$ cat config.mk
export PLATFORM = sky130hd
export DESIGN_NAME = arith_execute
export DESIGN_NICKNAME = d
export VERILOG_FILES = /design/src/rtl/exec_pkg.sv /design/src/rtl/product_unit.sv /design/src/rtl/arith_execute.sv
export SDC_FILE = /design/constraint.sdc
export NUM_CORES = 1
export LEC_CHECK = 0
export BUFFER_PORTS_ARGS = -buffer_cell sky130_fd_sc_hd__buf_2
export CAP_MARGIN = 20
export CORE_MARGIN = 2
export CORE_UTILIZATION = 54
export DETAILED_ROUTE_END_ITERATION = 8
export PLACE_DENSITY_LB_ADDON = 0.15
export SYNTH_ARGS = -nofsm -noshare
export SYNTH_HDL_FRONTEND = slang
export SYNTH_SLANG_ARGS = --single-unit
$ cat constraint.sdc
create_clock -name clk -period 7.23 [get_ports clk]
set_input_delay 1.446 -clock clk [delete_from_list [all_inputs] [get_ports clk]]
set_output_delay 1.446 -clock clk [all_outputs]
set_load 0.02 [all_outputs]
$ cat src/rtl/exec_pkg.sv
// Purpose: Shared types and constants for the 8-bit execute stage.
// Assumes: One core clock, synchronous active-high reset.
// Notes: Operation codes are arbitrary internal encodings.
package exec_pkg;

    // Operand widths
    localparam int DATA_W = 8;
    localparam int WORD_W = 16;

    // Full byte mask used to invert a clear-bits constant
    localparam logic [7:0] MASK_ALL = 8'hFF;

    // Flag reset value
    localparam logic [5:0] FLAGS_RESET = 6'h00;

    // Cycle counts per operation class
    localparam logic [1:0] CYC_SINGLE = 2'h1;
    localparam logic [1:0] CYC_DOUBLE = 2'h2;
    localparam logic [1:0] CYC_TRIPLE = 2'h3;

    // Operations handed over by the decoder
    typedef enum logic [4:0] {
        op_add = 5'h00,
        op_add_carry = 5'h01,
        op_word_plus_immediate = 5'h02,
        op_sub = 5'h03,
        op_minus_with_borrow = 5'h04,
        op_minus_constant = 5'h05,
        op_minus_constant_with_borrow = 5'h06,
        op_word_minus_immediate = 5'h07,
        op_and = 5'h08,
        op_conjunction_immediate = 5'h09,
        op_or = 5'h0A,
        op_disjunction_immediate = 5'h0B,
        op_exclusive_disjunction = 5'h0C,
        op_set_bits_in_register = 5'h0D,
        op_clear_bits_in_register = 5'h0E,
        op_test_zero_minus = 5'h0F,
        op_unsigned_product = 5'h10,
        op_signed_product = 5'h11,
        op_signed_by_unsigned_product = 5'h12,
        op_fractional_unsigned_product = 5'h13,
        op_fractional_signed_product = 5'h14,
        op_fractional_signed_by_unsigned_product = 5'h15,
        op_pointer_jump = 5'h16,
        op_pointer_subroutine_call = 5'h17
    } op_t;

    // Status flags
    typedef struct packed {
        logic polarity_bit;
        logic nibble_carry;
        logic signed_wrap_bit;
        logic msb_result_bit;
        logic all_bits_clear;
        logic borrow_out_bit;
    } flags_t;

    // One request from decoder and register file
    typedef struct packed {
        op_t op;
        logic [7:0] dest;
        logic [7:0] source_operand;
        logic [7:0] imm;
        logic [15:0] pair;
        logic [15:0] indirect_pointer_pair;
    } req_t;

    // Write-back and program-counter results
    typedef struct packed {
        logic dest_we;
        logic [7:0] dest_data;
        logic pair_we;
        logic [15:0] pair_data;
        logic product_we;
        logic [15:0] product_pair;
        logic pc_we;
        logic pc_call;
        logic [15:0] pc_data;
    } res_t;

endpackage

$ cat src/rtl/product_unit.sv
// Purpose: 8x8 multiplier with signed, mixed and fractional forms.
// Assumes: Combinational; the caller registers the result.
// Notes: Carry is taken from bit 15 before the fractional shift.
`timescale 1ns/1ns
module product_unit (
    // Factors
    input wire logic [7:0] factor_a,
    input wire logic [7:0] factor_b,
    // Mode
    input wire logic signed_a,
    input wire logic signed_b,
    input wire logic fractional,
    // Product
    output logic [15:0] product,
    output logic product_carry
);
    logic signed [8:0] ext_a; // Sign or zero extended factor
    logic signed [8:0] ext_b; // Sign or zero extended factor
    logic signed [17:0] full; // Full width product
    logic [15:0] raw; // Unshifted 16-bit product

    // Extend, multiply, then optionally shift left by one
    always_comb begin
        ext_a = {signed_a & factor_a[7], factor_a};
        ext_b = {signed_b & factor_b[7], factor_b};
        full = ext_a * ext_b;
        raw = full[15:0];
        product_carry = raw[15];
        product = fractional ? {raw[14:0], 1'b0} : raw;
    end
endmodule

$ cat src/rtl/arith_execute.sv
// Purpose: Execute stage: arithmetic, logic, multiply, indirect jump/call.
// Assumes: Register file reads operands; decoder waits on req_ready.
// Notes: Flags appear with the done pulse; results are registered when the request is taken.
`timescale 1ns/1ns
// Overview of operation
// - Add and add-with-carry, five flags, one cycle
// - Word plus immediate, two cycles, sign flag
// - Register subtract, with borrow variant, one cycle
// - Constant subtract, with borrow variant, one cycle
// - Word minus immediate, two cycles, sign flag
// - AND register or constant, Z N V
// - OR register/constant, XOR registers, Z N V
// - Set bits: OR with constant mask
// - Clear bits: AND with 0xFF minus constant
// - Test: AND with itself, value unchanged
// - Multiplies into product pair, Z C, two cycles
// - Fractional multiplies shift product left once
// - Pointer jump loads PC, two cycles
// - Pointer call transfers control, three cycles
module arith_execute (
    // Clock and reset
    input wire logic clk,
    input wire logic sys_rst,
    // Request from decoder
    input wire logic req_valid,
    input wire exec_pkg::req_t req,
    output logic req_ready,
    // Results
    output logic done,
    output exec_pkg::res_t res,
    output exec_pkg::flags_t flags
);
    // Sequencer states, Gray along idle -> wait -> last
    typedef enum logic [1:0] {
        st_idle = 2'h0,
        st_wait = 2'h1,
        st_last = 2'h3
    } state_t;

    state_t state_reg, state_next; // Sequencer
    exec_pkg::res_t res_reg, res_next; // Pending results
    exec_pkg::flags_t flags_reg, flags_next; // Live flags
    exec_pkg::flags_t pend_reg, pend_next; // Flags waiting for done
    logic done_reg, done_next; // Completion pulse

    logic accept; // Request taken this edge
    logic [15:0] mul_product; // Multiplier output
    logic mul_carry; // Multiplier carry
    logic mul_sa, mul_sb, mul_frac; // Multiplier mode

    // Multiplier modes from the operation code
    always_comb begin
        mul_sa = req.op inside {exec_pkg::op_signed_product, exec_pkg::op_signed_by_unsigned_product,
            exec_pkg::op_fractional_signed_product, exec_pkg::op_fractional_signed_by_unsigned_product};
        mul_sb = req.op inside {exec_pkg::op_signed_product, exec_pkg::op_fractional_signed_product};
        mul_frac = req.op inside {exec_pkg::op_fractional_unsigned_product,
            exec_pkg::op_fractional_signed_product, exec_pkg::op_fractional_signed_by_unsigned_product};
    end

    // Shared multiplier
    product_unit u_mul (
        .factor_a(req.dest),
        .factor_b(req.source_operand),
        .signed_a(mul_sa),
        .signed_b(mul_sb),
        .fractional(mul_frac),
        .product(mul_product),
        .product_carry(mul_carry)
    );

    assign req_ready = (state_reg == st_idle);
    assign accept = req_valid && req_ready;
    assign done = done_reg;
    assign res = res_reg;
    assign flags = flags_reg;

    // Next-state computation for the whole stage
    always_comb begin
        logic [7:0] a, b, r;
        logic cin, is_sub;
        logic [8:0] wide;
        logic [4:0] nib;
        logic [16:0] wsum;
        logic [1:0] cycles;
        a = req.dest;
        b = req.source_operand;
        r = 8'h00;
        cin = 1'b0;
        is_sub = 1'b0;
        wide = 9'h000;
        nib = 5'h00;
        wsum = 17'h0_0000;
        cycles = exec_pkg::CYC_SINGLE;
        state_next = state_reg;
        res_next = res_reg;
        flags_next = flags_reg;
        pend_next = pend_reg;
        done_next = 1'b0;

        // Finish multi-cycle work
        case (state_reg)
            st_idle: begin
            end
            st_wait: begin
                state_next = st_last;
            end
            st_last: begin
                state_next = st_idle;
                done_next = 1'b1;
                flags_next = pend_reg;
            end
            default: begin
                state_next = st_idle;
            end
        endcase

        if (accept) begin
            // Untouched flags carry over
            pend_next = flags_reg;
            res_next = '0;
            case (req.op)
                exec_pkg::op_add, exec_pkg::op_add_carry: begin
                    cin = (req.op == exec_pkg::op_add_carry) && flags_reg.borrow_out_bit;
                    wide = {1'b0, a} + {1'b0, b} + {8'h00, cin};
                    nib = {1'b0, a[3:0]} + {1'b0, b[3:0]} + {4'h0, cin};
                end
                exec_pkg::op_sub, exec_pkg::op_minus_with_borrow, exec_pkg::op_minus_constant,
                exec_pkg::op_minus_constant_with_borrow: begin
                    is_sub = 1'b1;
                    if (req.op inside {exec_pkg::op_minus_constant, exec_pkg::op_minus_constant_with_borrow}) begin
                        b = req.imm;
                    end
                    cin = (req.op inside {exec_pkg::op_minus_with_borrow, exec_pkg::op_minus_constant_with_borrow})
                        && flags_reg.borrow_out_bit;
                    // Top bit set when b plus borrow exceeds a
                    wide = {1'b0, a} - {1'b0, b} - {8'h00, cin};
                    nib = {1'b0, a[3:0]} - {1'b0, b[3:0]} - {4'h0, cin};
                end
                default: begin
                end
            endcase

            // Byte add or subtract write-back and five flags
            if (req.op inside {exec_pkg::op_add, exec_pkg::op_add_carry, exec_pkg::op_sub,
                exec_pkg::op_minus_with_borrow, exec_pkg::op_minus_constant,
                exec_pkg::op_minus_constant_with_borrow}) begin
                r = wide[7:0];
                res_next.dest_we = 1'b1;
                res_next.dest_data = r;
                pend_next.borrow_out_bit = wide[8];
                pend_next.nibble_carry = nib[4];
                pend_next.all_bits_clear = (r == 8'h00);
                pend_next.msb_result_bit = r[7];
                pend_next.signed_wrap_bit = is_sub ? ((a[7] & ~b[7] & ~r[7]) | (~a[7] & b[7] & r[7]))
                    : ((a[7] & b[7] & ~r[7]) | (~a[7] & ~b[7] & r[7]));
            end

            // Logic operations, Z N V only
            if (req.op inside {exec_pkg::op_and, exec_pkg::op_conjunction_immediate, exec_pkg::op_or,
                exec_pkg::op_disjunction_immediate, exec_pkg::op_exclusive_disjunction,
                exec_pkg::op_set_bits_in_register, exec_pkg::op_clear_bits_in_register,
                exec_pkg::op_test_zero_minus}) begin
                case (req.op)
                    exec_pkg::op_and: r = a & b;
                    exec_pkg::op_conjunction_immediate: r = a & req.imm;
                    exec_pkg::op_or: r = a | b;
                    exec_pkg::op_disjunction_immediate: r = a | req.imm;
                    exec_pkg::op_exclusive_disjunction: r = a ^ b;
                    exec_pkg::op_set_bits_in_register: r = a | req.imm;
                    exec_pkg::op_clear_bits_in_register: r = a & (exec_pkg::MASK_ALL - req.imm);
                    default: r = a & a;
                endcase
                res_next.dest_we = 1'b1;
                res_next.dest_data = r;
                pend_next.all_bits_clear = (r == 8'h00);
                pend_next.msb_result_bit = r[7];
                pend_next.signed_wrap_bit = 1'b0;
            end

            // Word add or subtract of an immediate
            if (req.op inside {exec_pkg::op_word_plus_immediate, exec_pkg::op_word_minus_immediate}) begin
                cycles = exec_pkg::CYC_DOUBLE;
                if (req.op == exec_pkg::op_word_plus_immediate) begin
                    wsum = {1'b0, req.pair} + {9'h000, req.imm};
                    pend_next.signed_wrap_bit = ~req.pair[15] & wsum[15];
                end else begin
                    wsum = {1'b0, req.pair} - {9'h000, req.imm};
                    pend_next.signed_wrap_bit = req.pair[15] & ~wsum[15];
                end
                res_next.pair_we = 1'b1;
                res_next.pair_data = wsum[15:0];
                pend_next.borrow_out_bit = wsum[16];
                pend_next.all_bits_clear = (wsum[15:0] == 16'h0000);
                pend_next.msb_result_bit = wsum[15];
                pend_next.polarity_bit = wsum[15] ^ pend_next.signed_wrap_bit;
            end

            // Multiplies into the product pair
            if (req.op inside {[exec_pkg::op_unsigned_product :
                exec_pkg::op_fractional_signed_by_unsigned_product]}) begin
                cycles = exec_pkg::CYC_DOUBLE;
                res_next.product_we = 1'b1;
                res_next.product_pair = mul_product;
                pend_next.borrow_out_bit = mul_carry;
                pend_next.all_bits_clear = (mul_product == 16'h0000);
            end

            // Indirect jump and call, no flags
            if (req.op inside {exec_pkg::op_pointer_jump, exec_pkg::op_pointer_subroutine_call}) begin
                res_next.pc_we = 1'b1;
                res_next.pc_data = req.indirect_pointer_pair;
                res_next.pc_call = (req.op == exec_pkg::op_pointer_subroutine_call);
                cycles = res_next.pc_call ? exec_pkg::CYC_TRIPLE : exec_pkg::CYC_DOUBLE;
            end

            // Schedule completion by cycle count
            case (cycles)
                exec_pkg::CYC_DOUBLE: state_next = st_last;
                exec_pkg::CYC_TRIPLE: state_next = st_wait;
                default: begin
                    done_next = 1'b1;
                    flags_next = pend_next;
                end
            endcase
        end
    end

    // State registers
    always_ff @(posedge clk) begin
        if (sys_rst) begin
            state_reg <= st_idle;
            res_reg <= '0;
            flags_reg <= exec_pkg::FLAGS_RESET;
            pend_reg <= exec_pkg::FLAGS_RESET;
            done_reg <= 1'b0;
        end else begin
            state_reg <= state_next;
            res_reg <= res_next;
            flags_reg <= flags_next;
            pend_reg <= pend_next;
            done_reg <= done_next;
        end
    end
endmodule

# Yosys cells after proc, flatten, opt, wreduce, memory -nomap -nowiden
# Cells that the tools add are included.
[word_totals]
register_bits = 76
inputBits = 64
out_inout_bits = 69
[op_classes]
addsub = 11
n_mul = 1
magnitude_cmp = 2
eq_ne = 26
n_mux = 45
bitwise = 27
n_reduce_logical = 23
[op_table]
columns = ["operator", "count"]
rows = [
  ["$mux 17", 5],
  ["$mux 8", 7],
  ["$pmux 8 s6", 1],
  ["$eq 5x4->1 const B", 8],
  ["$eq 5x5->1 const B", 7],
  ["$and 8x8->8", 4],
  ["$logic_not 16->1", 2],
  ["$mux 9", 3],
  ["$eq 5x3->1 const B", 4],
  ["$mux 18", 1],
  ["$mux 6", 3],
  ["$pmux 9 s2", 1],
  ["$add 16x8->17", 1],
  ["$sub 16x8->17", 1],
  ["$logic_not 8->1", 2],
  ["$mul 9x9->16", 1],
  ["$mux 16", 1],
  ["$or 8x8->8", 2],
  ["$and 1x1->1", 12],
  ["$mux 2", 6],
  ["$mux 1", 11],
  ["$eq 5x2->1 const B", 2],
  ["$pmux 5 s2", 1],
  ["$reduce_bool 2->1", 5],
  ["other kinds (31)", 44],
]

# Depth between registers and ports, before layout
[logic_depth]
ltp_word = 19
depth_mapped = 25
depth_no_buf = 24

# By module
# Synthesis repeated with hierarchy kept, for this count alone.
[unflattened]
hier_cells = 1126
hier_area_um2 = 9011.1
[modules_own_cells]
columns = ["mod", "instances", "cells_each", "area_per_inst_um2", "seq_area_each_um2"]
rows = [
  ["arith_execute", 1, 795, 6085.8, 1521.5],
  ["product_unit", 1, 331, 2925.3, 0.0],
]

# Least setup slack after synthesis
# Ideal clock, no wire load.
[synth_path]
path_type = "input port to flip-flop"
start = "input req[56] (netlist name)"
end = "register pend_reg[1] (netlist name)"
t_arrival_ns = 6.836
path_slack_ns = 0.255
stages = 21
path_cell_list = "buf_1 -> xor2_2 -> nand4_1 -> nor2_1 -> fa_1 -> fa_1 -> fa_1 -> inv_1 -> fa_1 -> fa_1 -> inv_1 -> ha_1 -> o21ai_0 -> o21bai_1 -> a21oi_1 -> o21bai_1 -> a41o_1 -> a211oi_1 -> a211oi_1 -> a211oi_1 -> a311oi_1"
[synth_between]
elab_chain_cells = 15
[synth_lines]
columns = ["element", "line", "text"]
rows = [
  ["start: declaration", "arith_execute.sv:26", "input wire exec_pkg::req_t req,"],
  ["branches (longest 14 deep; another with $sub 8x8->9)", "n/a", ""],
  ["$mux 2 (*)", "arith_execute.sv:199", "if (req.op inside {[exec_pkg::op_unsigned_product :"],
  ["end signal: assignment", "arith_execute.sv:234", "pend_reg <= exec_pkg::FLAGS_RESET;"],
  ["end signal: assignment", "arith_execute.sv:240", "pend_reg <= pend_next;"],
  ["end: declaration", "arith_execute.sv:43", "exec_pkg::flags_t pend_reg, pend_next;"],
]
# Mark *: on every way between the ends. The select of a mux whose other input is x is not followed.
# A chain may end at the register's enable or synchronous reset.

# Worst setup path in the final report
[layout_path]
start = "input req[58] (netlist name)"
end = "register pend_reg[1] (netlist name)"
# Same word-level chain as after synthesis.

==> results by stage <==
Clock tree:
- The TritonCTS sink count is 76.
- The hold buffer count at CTS is 0.
- The number of buffers created by CTS is 9.
- The H-tree generated during clock tree synthesis spans 3 levels.
- The tree is rooted in a sky130_fd_sc_hd__clkbuf_16.
- The number of setup buffers added after CTS is 0.
- The later pin in the worst-skew pair is clocked with a latency of 0.34 ns.
- The TritonCTS clock tree is done.
- The clock-pin slew reported for the worst setup and hold paths after clock tree synthesis is around 0.060 ns.
- In this run the deepest clock path goes through 2 buffers.

Worst hold path:
- The startpoint identified for the worst hold timing path is res[59].
- The worst min-delay path class is flip-flop to flip-flop.

Worst setup path:
- The number of buffer and inverter instances along the worst setup path is 7.
- The worst setup path is captured at a flip-flop.
- The critical path in this run is classified as input port to flip-flop.
- The master of the slowest instance on the critical path is sky130_fd_sc_hd__fa_1.
- The gate family responsible for the most delay along the worst path is adder cells.
- STA classifies the critical path startpoint as an input port.
- The largest single stage delay on the critical path is 0.52 ns.
- At the worst endpoint, the arrival time is 6.91 ns.
- The maximum net fanout on the critical path is 8.
- STA puts the critical path data required time at about 7.4 ns.
- In this run the worst setup path begins at req[58].
- The worst flop-to-flop path startpoint is flags[0].

Yosys:
- The main flop type after synthesis is sky130_fd_sc_hd__dfxtp_1.
- Counting every net in the synthesized netlist gives 1309.
- After technology mapping, the gate count stands at approximately 1100.
- Counting flops and latches in the post-synthesis netlist gives 76.
- The Yosys step of the flow raised 0 warnings.
- The sequential-to-total area share from yosys stat is between 10% and 20%.
- The number of enable flip-flop cells after synthesis is 0.
- The library cell with the largest summed area after synthesis is sky130_fd_sc_hd__dfxtp_1.
- The number of unique standard cell types used by synthesis is 73.
- By area the synthesized netlist is led by sky130_fd_sc_hd__dfxtp_1 17%, sky130_fd_sc_hd__fa_1 16%, sky130_fd_sc_hd__ha_1 11%.
- In this run the cell area of the synthesized design comes to 8730 um^2.
- The async set or reset register ratio after synthesis is 0%.
- The synthesized area per cell is approximately 8.0 um^2.
- Summed over its instances, the top area cell type makes up between 10% and 20% of the synthesized netlist area.

Final layout:
- The number of inserted diodes is 0.
- For this run, the share of the core covered by cells in the final layout is 62.7%.
- The number of fill cells in the layout is roughly 1400.
- The most common library cell in the layout ignoring fill and taps is sky130_fd_sc_hd__buf_2.
- In the final layout, the share of cells above drive strength 1 is between 10% and 20%.
- The library cells used most frequently in the layout, excluding fill and tap cells, are 132 x sky130_fd_sc_hd__buf_2, 128 x sky130_fd_sc_hd__inv_1, 118 x sky130_fd_sc_hd__nor2_1.
- The register with the most flip-flops in the layout has slightly above 60 of them.
- The synthesis-to-finish area growth is 13.6%.
- The count of nets after finishing is between 1000 and 1500.
- The finished cells cover approximately 9900 um^2.

Timing:
- The transition time at the pin with the least slew margin is between 0.9 and 1 ns.
- Setup violations remaining at the end of the flow were counted as 0.
- On the final layout, the worst hold slack is between 0.4 and 0.5 ns.
- The total negative slack is 0 ns.
- For the final database, setup skew stands at between 0.007 and 0.008 ns.
- The final hold violation count is 0.
- The worst max-slew margin expressed relative to the limit is between 30% and 40%.
- The timing-limited maximum frequency is 0.148 GHz.
- Once routing completed, OpenROAD measured the worst setup slack at around 0.50 ns.
- The total count of max-transition violations in the final report was 0.
- Setup repair after global routing left no endpoint under its margin.
- Subtracting the final worst setup slack from the clock period gives 6.73 ns.
- Dividing the final minimum period by the clock period gives 93.2%.

Die:
- In this run the standard cell core region covers between 15000 and 20000 um^2.
- The die covers around 17000 um^2.
- The number of placement rows is between 40 and 50.
- The die width is around 130 um.
- The height of the die is ~130 um.
- 133 I/O pins were placed.
- The initial core utilization is between 50% and 60%.

Power:
- In this run, the clock network consumes about a fifth of the power.
- For this design the static power due to leakage is roughly 4.7 nW.
- The proportion of power drawn by flip-flops and latches is between 20% and 30%.
- The power density relative to cell area is between 200 and 250 nW/um^2.
- Net switching is 44.0% of the power.
- The worst-case IR drop observed on VDD is about 230 uV.
- Per report_power, the combinational group accounts for 56.7% of the total.
- The internal power component is about 1.1 mW.
- For this design the total switching power over the nets is 0.896 mW.

Placed design:
- The congestion estimate from routability-driven global placement came to ~0.95.
- Once detailed placement completed, the half-perimeter wirelength came to about 20 mm.
- Input and output buffers added on the ports amount to between 100 and 150.
- The setup slack at placement is -0.0297 ns.
- Summing all placed instances gives a cell area of roughly 9600 um^2.

Global route:
- The initial antenna violation count is 0.
- The residual overflow from global routing is 0.
- The via count of the first global-routing pass came to approximately 7900.
- Global routing consumed, over all layers together, 30.2% of the routing resources.
- Entering global routing, the biggest net connects 76 pins.
- The global-route wire length before repair is between 40 and 50 mm.

Drt:
- The routed via count divided by cell count is approximately 6.
- The average wire per cell in the routed design is about 18 um.
- The detail route stage leaves a number of antenna-violating nets equal to 0.
- The number of vias after detailed routing is roughly 8400.
- The first detailed-routing pass ran for 5 iterations.
- The number of design rule violations left after detail routing is 0.
- After the first detailed-routing iteration, the DRC count stood at between 600 and 700.
- The routed design has 26.1 mm of wire.

Flow run:
- Max-cap violations in this run came to 0.

Outcome:
- The run finished with clean final reports.
==> cells by family (layout without fill, tap and decap cells) <==
logic type | Yosys count | count (layout) | share of synthesized area (%)
fa+ha+maj | 147 | 147 | 27.0
compound gates | 250 | 250 | 19.2
xor+xnor | 49 | 49 | 5.00
mux | 16 | 16 | 1.88
simple gates | 374 | 374 | 21.2
buf+inv | 186 | 304 | 8.28
flops | 76 | 76 | 17.4
==> power groups by stage <==
stage	Combinational, mW	Sequential [mW]	Clock (mW)
6_report	1.15	0.454	0.427
5_1_grt	1.31	0.455	0.453
4_1_cts	1.15	0.453	0.434
3_5_place_dp	1.13	0.462	0
3_3_place_gp	1.12	0.462	0
2_1_floorplan	0.829	0.478	0
==> path summary, 6_finish.rpt <==
path | endpoint | slack [ns] | cells after the start
hold reg to reg | res[59] | 0.46 | 2
setup reg to reg | flags[0] | 3.47 | 12
hold / removal | res[59] | 0.46 | 2
setup / recovery | pend_reg[1] | 0.50 | 26
==> cell usage after synthesis, types with 6 or more instances <==
cell type	instances
sky130_fd_sc_hd__nor2_1	118
sky130_fd_sc_hd__a21oi_1	59
sky130_fd_sc_hd__and2_1	43
sky130_fd_sc_hd__nor2b_1	10
sky130_fd_sc_hd__nand2b_1	11
sky130_fd_sc_hd__and3_1	12
sky130_fd_sc_hd__a211oi_1	30
sky130_fd_sc_hd__xnor2_1	31
sky130_fd_sc_hd__ha_1	78
sky130_fd_sc_hd__fa_1	69
sky130_fd_sc_hd__a22oi_1	41
sky130_fd_sc_hd__mux2i_1	13
sky130_fd_sc_hd__clkbuf_1	46
sky130_fd_sc_hd__or3_1	6
sky130_fd_sc_hd__nor3_1	39
sky130_fd_sc_hd__nand3_1	15
sky130_fd_sc_hd__inv_1	128
sky130_fd_sc_hd__nand2_1	79
sky130_fd_sc_hd__xor2_1	17
sky130_fd_sc_hd__dfxtp_1	76
sky130_fd_sc_hd__o21ai_0	43
sky130_fd_sc_hd__nor4_1	6
sky130_fd_sc_hd__a311oi_1	6
sky130_fd_sc_hd__a31oi_1	6
sky130_fd_sc_hd__a21o_1	12
==> tightest hold or removal path, cell delays in order, from the launching register on <==
cell and delay [ns]:
sky130_fd_sc_hd__dfxtp_1 0.31, sky130_fd_sc_hd__nand2_1 0.05, sky130_fd_sc_hd__a21oi_1 0.05
==> per-layer routing <==
| layer | share of wire, % | track usage [%] |
|---|---|---|
| met1 | 45 | 45.0 |
| met4 | 1.5 | 5.86 |
| met3 | 9.3 | 6.40 |
| met5 | 0 | 0 |
| met2 | 44 | 45.5 |
==> repair_timing <==
item,CTS,global route
hold endpoints to repair,0,0
resized for setup,0,2
setup endpoints to repair,0,2
==> final cells by class <==
| type | instances | area (um^2) | area share, % |
|---|---|---|---|
| sequential | 76 | 1520 | 15.3 |
| clock inverter | 7 | 57.6 | 0.580 |
| multi-input combinational | 836 | 6500 | 65.5 |
| tap | 216 | 270 | 2.72 |
| timing repair buffer | 158 | 860 | 8.66 |
| inverter | 130 | 488 | 4.92 |
| clock buffer | 9 | 225 | 2.27 |
==> per-stage QoR <==
step,cells,total power [mW]
finish,1432,2.04
global route,1432,2.22
CTS,1430,2.03
detailed placement,1414,1.60
global placement,1414,1.58
floorplan,1098,1.31
(Power assumes the default switching activity.)
